`config.mk`:
```
export PLATFORM = sky130hd
export DESIGN_NAME = mem_protect_fault_capture
export DESIGN_NICKNAME = d
export VERILOG_FILES = /design/src/pkg/mem_protect_pkg.sv /design/src/rtl/ahb_reg_slave.sv /design/src/rtl/access_checker.sv /design/src/rtl/mem_protect_fault_capture.sv
export SDC_FILE = /design/constraint.sdc
export NUM_CORES = 1
export LEC_CHECK = 0
export ABC_AREA = 1
export BUFFER_PORTS_ARGS = -buffer_cell sky130_fd_sc_hd__buf_2
export CAP_MARGIN = 0
export CELL_PAD_IN_SITES_DETAIL_PLACEMENT = 1
export CELL_PAD_IN_SITES_GLOBAL_PLACEMENT = 1
export CORE_UTILIZATION = 44
export DETAILED_ROUTE_END_ITERATION = 7
export PLACE_DENSITY = 0.9
export SLEW_MARGIN = 40
export SYNTH_ARGS = -nofsm -noshare
export SYNTH_HDL_FRONTEND = slang
export SYNTH_SLANG_ARGS = --single-unit
```
`constraint.sdc`:
```
create_clock -name clock -period 3.3 [get_ports clock]
set_input_delay 0.495 -clock clock [delete_from_list [all_inputs] [get_ports clock]]
set_output_delay 0.495 -clock clock [all_outputs]
set_load 0.01 [all_outputs]
```
`src/pkg/mem_protect_pkg.sv`:
```
/*
 Constants, field layouts and types shared by the memory protection block.
 Assumes a 32-bit register bus with one aligned word per register.
*/
package mem_protect_pkg;

    // Register offsets within the block's configuration space
    localparam logic [11:0] PAGE_BASE_OFS = 12'h000;
    localparam logic [11:0] FAULT_ADDR_OFS = 12'h100;
    localparam logic [11:0] FAULT_STAT_OFS = 12'h104;
    localparam logic [11:0] FAULT_CLR_OFS = 12'h108;
    localparam logic [11:0] LOCK_CTL_OFS = 12'h10C;

    // Field positions
    localparam logic [31:0] PA_USED_MASK = 32'h0000_FF3F;
    localparam int PA_ID0_BIT = 10;
    localparam int PA_ID_OTHER_BIT = 9;
    localparam int PA_LOCAL_BIT = 8;
    localparam int FS_ID_LSB = 9;
    localparam int FS_ID_W = 7;
    localparam int FS_LOCAL_BIT = 8;
    localparam int FAULT_CLR_BIT = 0;
    localparam int LOCK_ENGAGE_BIT = 0;
    localparam int LOCK_RELEASE_BIT = 1;
    localparam int NUM_DIRECT_IDS = 6;

    // Reset values
    localparam logic [31:0] FAULT_ADDR_RESET = 32'h0000_0000;
    localparam logic [31:0] FAULT_STAT_RESET = 32'h0000_0000;

    // Access type codes, bit 5 supervisor read down to bit 0 user fetch
    localparam logic [5:0] ACC_LINE_FILL = 6'h3F;
    localparam logic [5:0] ACC_WRITEBACK = 6'h12;

    typedef enum logic [1:0] {
        KIND_READ = 2'b00,
        KIND_WRITE = 2'b01,
        KIND_FETCH = 2'b10
    } req_kind_e;

    typedef enum logic {
        FAULT_EMPTY = 1'b0,
        FAULT_HELD = 1'b1
    } fault_state_e;

endpackage

```
`src/rtl/ahb_reg_slave.sv`:
```
/*
 AHB-Lite slave front end for the protection registers.
 Assumes single word transfers; zero wait states, response always OKAY.
*/
`timescale 1ns/1ps
module ahb_reg_slave
    import mem_protect_pkg::*;
(
    // Clock and reset
    input wire logic clock,
    input wire logic rst_n,
    // AHB-Lite
    input wire logic hsel,
    input wire logic [31:0] haddr,
    input wire logic [1:0] htrans,
    input wire logic hwrite,
    input wire logic [2:0] hsize,
    input wire logic [3:0] hprot,
    input wire logic [31:0] hwdata,
    input wire logic hready,
    output logic hreadyout,
    output logic hresp,
    output logic [31:0] hrdata,
    // Register side
    output logic [11:0] rdAddr,
    input wire logic [31:0] rdData,
    output logic wrEn,
    output logic [11:0] wrAddr,
    output logic [31:0] wrData,
    output logic wrPriv
);
    logic addrPhase;
    logic wrPend_q;
    logic [11:0] wrAddr_q;
    logic wrPriv_q;
    logic [31:0] hrdata_q;

    // Sub-word writes are dropped rather than merged
    assign addrPhase = hsel & htrans[1] & hready;
    assign rdAddr = haddr[11:0];
    assign hreadyout = 1'b1;
    assign hresp = 1'b0;
    assign hrdata = hrdata_q;
    assign wrEn = wrPend_q;
    assign wrAddr = wrAddr_q;
    assign wrData = hwdata;
    assign wrPriv = wrPriv_q;

    // Read data is sampled in the address phase, so it holds no same-edge write
    always_ff @(posedge clock or negedge rst_n)
    begin
        if (!rst_n)
        begin
            wrPend_q <= 1'b0;
            wrAddr_q <= 12'h000;
            wrPriv_q <= 1'b0;
            hrdata_q <= 32'h0000_0000;
        end
        else
        begin
            wrPend_q <= addrPhase & hwrite & (hsize == 3'b010);
            wrAddr_q <= addrPhase ? haddr[11:0] : wrAddr_q;
            wrPriv_q <= addrPhase ? hprot[1] : wrPriv_q;
            hrdata_q <= (addrPhase & ~hwrite) ? rdData : hrdata_q;
        end
    end
endmodule

```
`src/rtl/access_checker.sv`:
```
/*
 Permission check of one request against one page attribute entry.
 Assumes ID_WIDTH of at least 3; purely combinational.
*/
`timescale 1ns/1ps
module access_checker
    import mem_protect_pkg::*;
#(
    parameter int ID_WIDTH = 8
)
(
    // Request
    input wire logic [15:0] attr,
    input wire logic [ID_WIDTH-1:0] reqId,
    input wire logic reqLocal,
    input wire logic reqSuper,
    input wire logic [1:0] reqKind,
    input wire logic reqLineFill,
    input wire logic reqWriteback,
    // Verdict
    output logic permit,
    output logic [5:0] accessCode,
    output logic [6:0] statusId
);
    logic directId;
    logic idOk;
    logic [1:0] effKind;
    logic [2:0] needBit;
    logic [5:0] idField;

    assign idField = attr[PA_ID0_BIT +: NUM_DIRECT_IDS];
    assign directId = reqId < ID_WIDTH'(NUM_DIRECT_IDS);
    assign idOk = reqLocal ? attr[PA_LOCAL_BIT] : directId ? idField[reqId[2:0]] : attr[PA_ID_OTHER_BIT];
    // Line fills check as reads, victim writebacks as writes
    assign effKind = reqLineFill ? KIND_READ : reqWriteback ? KIND_WRITE : reqKind;
    assign needBit = 3'(reqSuper ? 5 - effKind : 2 - effKind);
    assign permit = idOk & attr[needBit];
    assign accessCode = reqLineFill ? ACC_LINE_FILL : reqWriteback ? ACC_WRITEBACK : 6'(6'h01 << needBit);

    generate
        if (ID_WIDTH >= FS_ID_W)
        begin : g_trunc
            assign statusId = reqLocal ? 7'h00 : reqId[6:0];
        end
        else
        begin : g_extend
            assign statusId = reqLocal ? 7'h00 : 7'(reqId);
        end
    endgenerate
endmodule

```
`src/rtl/mem_protect_fault_capture.sv`:
```
/*
 Memory protection block: page attribute registers, access checking
 and single-fault capture with one exception output.
 Assumes one requestor port from the memory controller, an AHB-Lite
 register bus and an exception controller that takes a one-cycle pulse.
*/
`timescale 1ns/1ps
module mem_protect_fault_capture
    import mem_protect_pkg::*;
#(
    parameter int NUM_PAGES = 16,
    parameter int PAGE_SHIFT = 10,
    parameter int ID_WIDTH = 8,
    parameter bit HAS_EXCEPTION = 1'b1,
    parameter logic [31:0] PAGE_RESET = 32'h0000_FF3F
)
(
    // Clock and reset
    input wire logic clock,
    input wire logic rst_n,

    // AHB-Lite register bus
    input wire logic hsel,
    input wire logic [31:0] haddr,
    input wire logic [1:0] htrans,
    input wire logic hwrite,
    input wire logic [2:0] hsize,
    input wire logic [3:0] hprot,
    input wire logic [31:0] hwdata,
    input wire logic hready,
    output logic hreadyout,
    output logic hresp,
    output logic [31:0] hrdata,

    // Requestor access port
    input wire logic reqValid,
    input wire logic [31:0] reqAddr,
    input wire logic [ID_WIDTH-1:0] reqId,
    input wire logic reqLocal,
    input wire logic reqSuper,
    input wire logic [1:0] reqKind,
    input wire logic reqLineFill,
    input wire logic reqWriteback,
    output logic reqPermit,
    output logic memAccessEn,

    // Exception and status
    output logic protException,
    output logic protectionLock
);
    localparam int PAGE_IDX_W = (NUM_PAGES > 1) ? $clog2(NUM_PAGES) : 1;

    // Register bus side
    logic [11:0] rdAddr;
    logic [31:0] rdData;
    logic wrEn;
    logic [11:0] wrAddr;
    logic [31:0] wrData;
    logic wrPriv;

    // Page attribute storage
    logic [15:0] pageAttr_q [NUM_PAGES];
    logic [15:0] pageAttr_d [NUM_PAGES];
    logic [NUM_PAGES-1:0] pageWrSel;
    logic pageWrAllowed;

    // Lock
    logic lock_q;
    logic lock_d;
    logic lockWr;

    // Request check
    logic [PAGE_IDX_W-1:0] reqPage;
    logic reqPageHit;
    logic [15:0] reqAttr;
    logic checkPermit;
    logic [5:0] accessCode;
    logic [6:0] statusId;
    logic violation;

    // Fault capture view for the read mux
    logic [31:0] faultAddrView;
    logic [31:0] faultStatView;
    logic faultClrCmd;

    // Register decode
    logic rdIsPage;
    logic [PAGE_IDX_W-1:0] rdPageIdx;
    logic [31:0] rdPageWord;
    logic wrIsPage;
    logic [PAGE_IDX_W-1:0] wrPageIdx;

    function automatic logic isPageOfs(input logic [11:0] ofs);
        logic [11:0] rel;
        rel = ofs - PAGE_BASE_OFS;
        isPageOfs = (ofs >= PAGE_BASE_OFS) && (rel[1:0] == 2'b00) && (32'(rel[11:2]) < NUM_PAGES);
    endfunction

    function automatic logic [PAGE_IDX_W-1:0] pageIdxOf(input logic [11:0] ofs);
        logic [11:0] rel;
        rel = ofs - PAGE_BASE_OFS;
        pageIdxOf = PAGE_IDX_W'(rel[11:2]);
    endfunction

    ahb_reg_slave u_bus
    (
        .clock(clock),
        .rst_n(rst_n),
        .hsel(hsel),
        .haddr(haddr),
        .htrans(htrans),
        .hwrite(hwrite),
        .hsize(hsize),
        .hprot(hprot),
        .hwdata(hwdata),
        .hready(hready),
        .hreadyout(hreadyout),
        .hresp(hresp),
        .hrdata(hrdata),
        .rdAddr(rdAddr),
        .rdData(rdData),
        .wrEn(wrEn),
        .wrAddr(wrAddr),
        .wrData(wrData),
        .wrPriv(wrPriv)
    );

    // Page attribute write path
    assign wrIsPage = isPageOfs(wrAddr);
    assign wrPageIdx = pageIdxOf(wrAddr);
    // Only supervisor writes reach the pages, and never while locked
    assign pageWrAllowed = wrEn & wrIsPage & wrPriv & ~lock_q;

    genvar gp;
    generate
        for (gp = 0; gp < NUM_PAGES; gp++)
        begin : g_page
            assign pageWrSel[gp] = pageWrAllowed & (wrPageIdx == PAGE_IDX_W'(gp));
            // Only the 14 meaningful bits are kept; bits 7:6 always store zero
            assign pageAttr_d[gp] = pageWrSel[gp] ? (wrData[15:0] & PA_USED_MASK[15:0]) : pageAttr_q[gp];

            always_ff @(posedge clock or negedge rst_n)
            begin
                if (!rst_n)
                begin
                    pageAttr_q[gp] <= PAGE_RESET[15:0] & PA_USED_MASK[15:0];
                end
                else
                begin
                    pageAttr_q[gp] <= pageAttr_d[gp];
                end
            end
        end
    endgenerate

    // Protection lock: engage and release bits, supervisor only
    assign lockWr = wrEn & wrPriv & (wrAddr == LOCK_CTL_OFS);
    assign lock_d = (lockWr & wrData[LOCK_ENGAGE_BIT]) ? 1'b1 :
                    (lockWr & wrData[LOCK_RELEASE_BIT]) ? 1'b0 : lock_q;
    assign protectionLock = lock_q;

    always_ff @(posedge clock or negedge rst_n)
    begin
        if (!rst_n)
        begin
            lock_q <= 1'b0;
        end
        else
        begin
            lock_q <= lock_d;
        end
    end

    // Request check against the addressed page
    assign reqPage = reqAddr[PAGE_SHIFT +: PAGE_IDX_W];
    assign reqPageHit = 32'(reqPage) < NUM_PAGES;
    assign reqAttr = reqPageHit ? pageAttr_q[reqPage] : 16'h0000;

    access_checker #(
        .ID_WIDTH(ID_WIDTH)
    ) u_check
    (
        .attr(reqAttr),
        .reqId(reqId),
        .reqLocal(reqLocal),
        .reqSuper(reqSuper),
        .reqKind(reqKind),
        .reqLineFill(reqLineFill),
        .reqWriteback(reqWriteback),
        .permit(checkPermit),
        .accessCode(accessCode),
        .statusId(statusId)
    );

    // Pages beyond the implemented range deny everything
    assign reqPermit = checkPermit & reqPageHit;
    // The memory only sees an enable for permitted accesses
    assign memAccessEn = reqValid & reqPermit;
    assign violation = reqValid & ~reqPermit;

    // Clear command: only a one in bit 0 acts, from any privilege
    assign faultClrCmd = wrEn & (wrAddr == FAULT_CLR_OFS) & wrData[FAULT_CLR_BIT];

    generate
        if (HAS_EXCEPTION)
        begin : g_fault
            fault_state_e state_q;
            fault_state_e state_d;
            logic [31:0] faultAddr_q;
            logic [31:0] faultAddr_d;
            logic [31:0] faultStat_q;
            logic [31:0] faultStat_d;
            logic exc_q;
            logic capture;
            logic [31:0] newStatus;

            // Status word mirrors the attribute layout
            assign newStatus = {16'h0000, statusId, reqLocal, 2'b00, accessCode};

            // Capture when empty, or when a clear and a violation meet;
            // the new fault wins over the clear so it is never lost
            always_comb
            begin
                capture = 1'b0;
                state_d = state_q;
                unique case (state_q)
                    FAULT_EMPTY:
                    begin
                        capture = violation;
                    end
                    FAULT_HELD:
                    begin
                        capture = violation & faultClrCmd;
                        if (faultClrCmd & ~violation)
                        begin
                            state_d = FAULT_EMPTY;
                        end
                    end
                endcase
                if (capture)
                begin
                    state_d = FAULT_HELD;
                end
            end

            // Software writes to the address register have no path here
            assign faultAddr_d = capture ? reqAddr :
                                 (faultClrCmd ? FAULT_ADDR_RESET : faultAddr_q);
            assign faultStat_d = capture ? newStatus :
                                 (faultClrCmd ? FAULT_STAT_RESET : faultStat_q);

            always_ff @(posedge clock or negedge rst_n)
            begin
                if (!rst_n)
                begin
                    state_q <= FAULT_EMPTY;
                    faultAddr_q <= FAULT_ADDR_RESET;
                    faultStat_q <= FAULT_STAT_RESET;
                    exc_q <= 1'b0;
                end
                else
                begin
                    state_q <= state_d;
                    faultAddr_q <= faultAddr_d;
                    faultStat_q <= faultStat_d;
                    exc_q <= capture;
                end
            end

            // Local to this block; other blocks see the same access on their own
            assign protException = exc_q;
            assign faultAddrView = faultAddr_q;
            assign faultStatView = faultStat_q;
        end
        else
        begin : g_no_fault
            // No exception path: the fault registers read as unmapped
            assign protException = 1'b0;
            assign faultAddrView = 32'h0000_0000;
            assign faultStatView = 32'h0000_0000;
        end
    endgenerate

    // Read mux
    assign rdIsPage = isPageOfs(rdAddr);
    assign rdPageIdx = pageIdxOf(rdAddr);
    assign rdPageWord = {16'h0000, pageAttr_q[rdPageIdx]};

    // Command register is write only and reads zero, as does any gap
    always_comb
    begin
        rdData = 32'h0000_0000;
        if (rdIsPage)
        begin
            rdData = rdPageWord;
        end
        else if (rdAddr == FAULT_ADDR_OFS)
        begin
            rdData = faultAddrView;
        end
        else if (rdAddr == FAULT_STAT_OFS)
        begin
            rdData = faultStatView;
        end
        else if (rdAddr == LOCK_CTL_OFS)
        begin
            rdData = {31'h0000_0000, lock_q};
        end
    end

endmodule

```
==> flow_summary.ini <==
[finish]
drive_above_1_share_pct = 21.4
diodes = 0
area_growth_pct = 14.1
n_fill_cell = 4651
nets = 2348

[synthesis]
synthArstFlopShare_pct = 100
ys_seq_elements = 319
post-synth-top-area-fraction_pct = 34.9
synth_top_area_cell = dfstp_2
synth.most_common_cell = nand2_1
syn_nets = 2292
syn-cell-area_mm2 = 0.0169
synth_cells = 2166
ys_types = 41
synth_edf_count = 0
synth_area_per_cell_um2 = 7.79
ys.flop_type = dfstp_2
yosysSeqAreaShare_pct = 49.0
synthTopCellsByArea = dfstp_2 (35%), dfrtp_1 (14%), nand2_1 (11%)
synth_common_cells = nand2_1 (512), o21ai_0 (327), dfstp_2 (224)
yosys_warnings = 0

[sta]
finalCriticalPeriod_ns = 3.17
skew_ns = 0.0192
rsz0062_at_grt = false
final-hold-violation-count = 0
slew_violations = 0
tightest_slew_ns = 0.910
slew_headroom_pct = 38.9
max_freq_ghz = 0.316
fin_crit_sh_pct = 96.0
setup_viol_count_final = 0
fin_setup_tns_ns = 0

[worst_setup_path]
crit_required_ns = 2.80
slowest_delay_ns = 0.51
crit_fanout = 10
crit_path_cell_trace = inv_1, a21oi_1, o21ai_0, nand3_1, nand3_1, nand2_1, nand2_1, nand3_1, nand2_1, nor2_1, nand2_2, nor2_1, buf_2
crit_slowest_cell = dfstp_2
start_kind = flip-flop
arrival_ns = 2.67
worst_setup_path_end_kind = output port
path_class = flip-flop to output port

[placement]
gp_congestion = 0.893
hpwl_mm = 39.4
numPortBuffers = 118

[drt]
vias_per_cell = 6.22
dr.pass1.iters = 5
num_vias = 17200
drc = 0
drt_iter0_markers = 1496
postRouteAntennaNets = 0
wire_per_inst_um = 23.6
routed_wl_mm = 65.1

[floorplan]
floorplan.initialDensity_pct = 44.8
fp.dieW_um = 198
ios = 163
die_h_um = 198
core_area_mm2 = 0.0377
row_count = 71
die-area_mm2 = 0.0391

[power_and_ir_drop]
ir_drop_mv = 0.434
p_leak_nw = 9.76
p_total_mw = 9.61
powerDensity_mw_per_mm2 = 500

[clock_tree]
path_clk_slew_ns = 0.05
cts_tree = built
cts_setup_buffers = 0
clockRootBuffer = clkbuf_16
cts_buffers = 37
htreeDepth = 2
clk_latency_ns = 0.56
cts_sinks = 319
clk_path_buf_depth = 3

[run]
max_cap_violations = 0

[global_route]
grt_pass1_vias = 18000
grt_util_all_layers_pct = 33.7
antenna_found_initial = 0
grt_max_degree = 82
grt_pass1_wl_mm = 102
overflow = 0

[min_path]
hold_path_class = input pin to flip-flop

[status]
outcome = finished, final reports clean
-- cell families after synthesis --
kind of cell / after synthesis / share of synthesized area (%)
XOR/XNOR: 1 / 0.0519
AND/OR/NAND/NOR: 931 / 23.5
flip-flops: 319 / 49.0
adder cells (fa/ha/maj): 1 / 0.0742
multiplexers: 14 / 0.831
AO/OA/AOI/OAI: 550 / 18.3
buffers and inverters: 348 / 8.27
other: 2 / 0.0445
-- cells in the final DEF, fill, tap and decap left out, types with 14 or more instances in the layout --
| cell type | n |
|---|---|
| a21oi_1 | 109 |
| a221oi_1 | 38 |
| buf_2 | 116 |
| buf_4 | 58 |
| clkbuf_1 | 14 |
| clkbuf_16 | 38 |
| dfrtp_1 | 95 |
| dfstp_2 | 224 |
| inv_1 | 174 |
| mux2i_1 | 14 |
| nand2_1 | 511 |
| nand3_1 | 212 |
| nand4_1 | 49 |
| nor2_1 | 127 |
| o211ai_1 | 29 |
| o21ai_0 | 327 |
| o21ai_1 | 15 |
| o221ai_1 | 20 |
-- cell type report --
| type | instances | area (um^2) | share of cell area (%) |
|---|---|---|---|
| Clock buffer | 59 | 1100 | 5.72 |
| Sequential cell | 319 | 8260 | 42.9 |
| Timing Repair Buffer | 185 | 1220 | 6.35 |
| Inverter | 180 | 676 | 3.51 |
| Tap cell | 511 | 639 | 3.32 |
| Multi-Input combinational cell | 1499 | 7240 | 37.6 |
| Clock inverter | 6 | 106 | 0.553 |
-- critical path, delay by kind of cell, from the launching register on --
kind | cells | cell delay, ns
flops | 1 | 0.51
compound gates | 2 | 0.33
buf+inv | 2 | 0.21
simple gates | 9 | 1.06
-- flip-flops by register name, summed over array words and instances, names as in the netlist, 12 cells and up --
signal	count
pageAttr_q	224
faultAddrView	32
u_bus.wrAddr	12
u_bus.hrdata	32
faultStatView	14
-- per-stage QoR --
stage / util, % / setup slack, ns / cell area (um^2) / hold WS, ns / instances
floorplan: - / 0.557 / 16900 / 0.199 / 2166
global placement: 47.8 / 0.392 / 18000 / 0.460 / 2693
detailed placement: 47.8 / 0.367 / 18000 / 0.468 / 2693
CTS: 51.1 / 0.155 / 19200 / 0.103 / 2759
global route: 51.1 / 0.0126 / 19200 / 0.104 / 2759
finish: 51.1 / 0.131 / 19200 / 0.105 / 2759
-- timing repair --
| action | in CTS | in global routing |
|---|---|---|
| endpoints found under the hold margin | 11 | 0 |
| gates resized for setup | 0 | 2 |
| endpoints found under the setup margin | 0 | 2 |
| hold buffers | 1 | 0 |
-- per-layer routing --
metal	track usage, %	part of all wire (%)	vias to the layer above
met1	41.6	38	8626
met5	0	0	-
met2	55.0	47	906
met4	19.6	5.5	0
met3	6.46	9.0	255
li1	-	-	7387
-- worst paths after layout --
path,start,depth (start not counted),to,slack [ns]
hold / removal,hsize[0],2,u_bus.wrEn,0.10
setup / recovery,pageAttr_q[101],13,memAccessEn,0.13
max in group asynchronous,rst_n,3,pageAttr_q[92],1.76
setup reg to reg,u_bus.wrAddr[9],6,pageAttr_q[245],0.60
min in group asynchronous,rst_n,2,u_bus.wrAddr[5],0.52
hold reg to reg,u_bus.hrdata[19],2,u_bus.hrdata[19],0.48
-- report_power, final --
| group | internal (mW) | total [mW] | leakage, nW | switching, mW |
|---|---|---|---|---|
| logic | 0.331 | 1.14 | 5.59 | 0.805 |
| clock network | 2.45 | 4.19 | 0.588 | 1.74 |
| registers | 4.14 | 4.29 | 3.58 | 0.151 |
(Power assumes the default switching activity.)
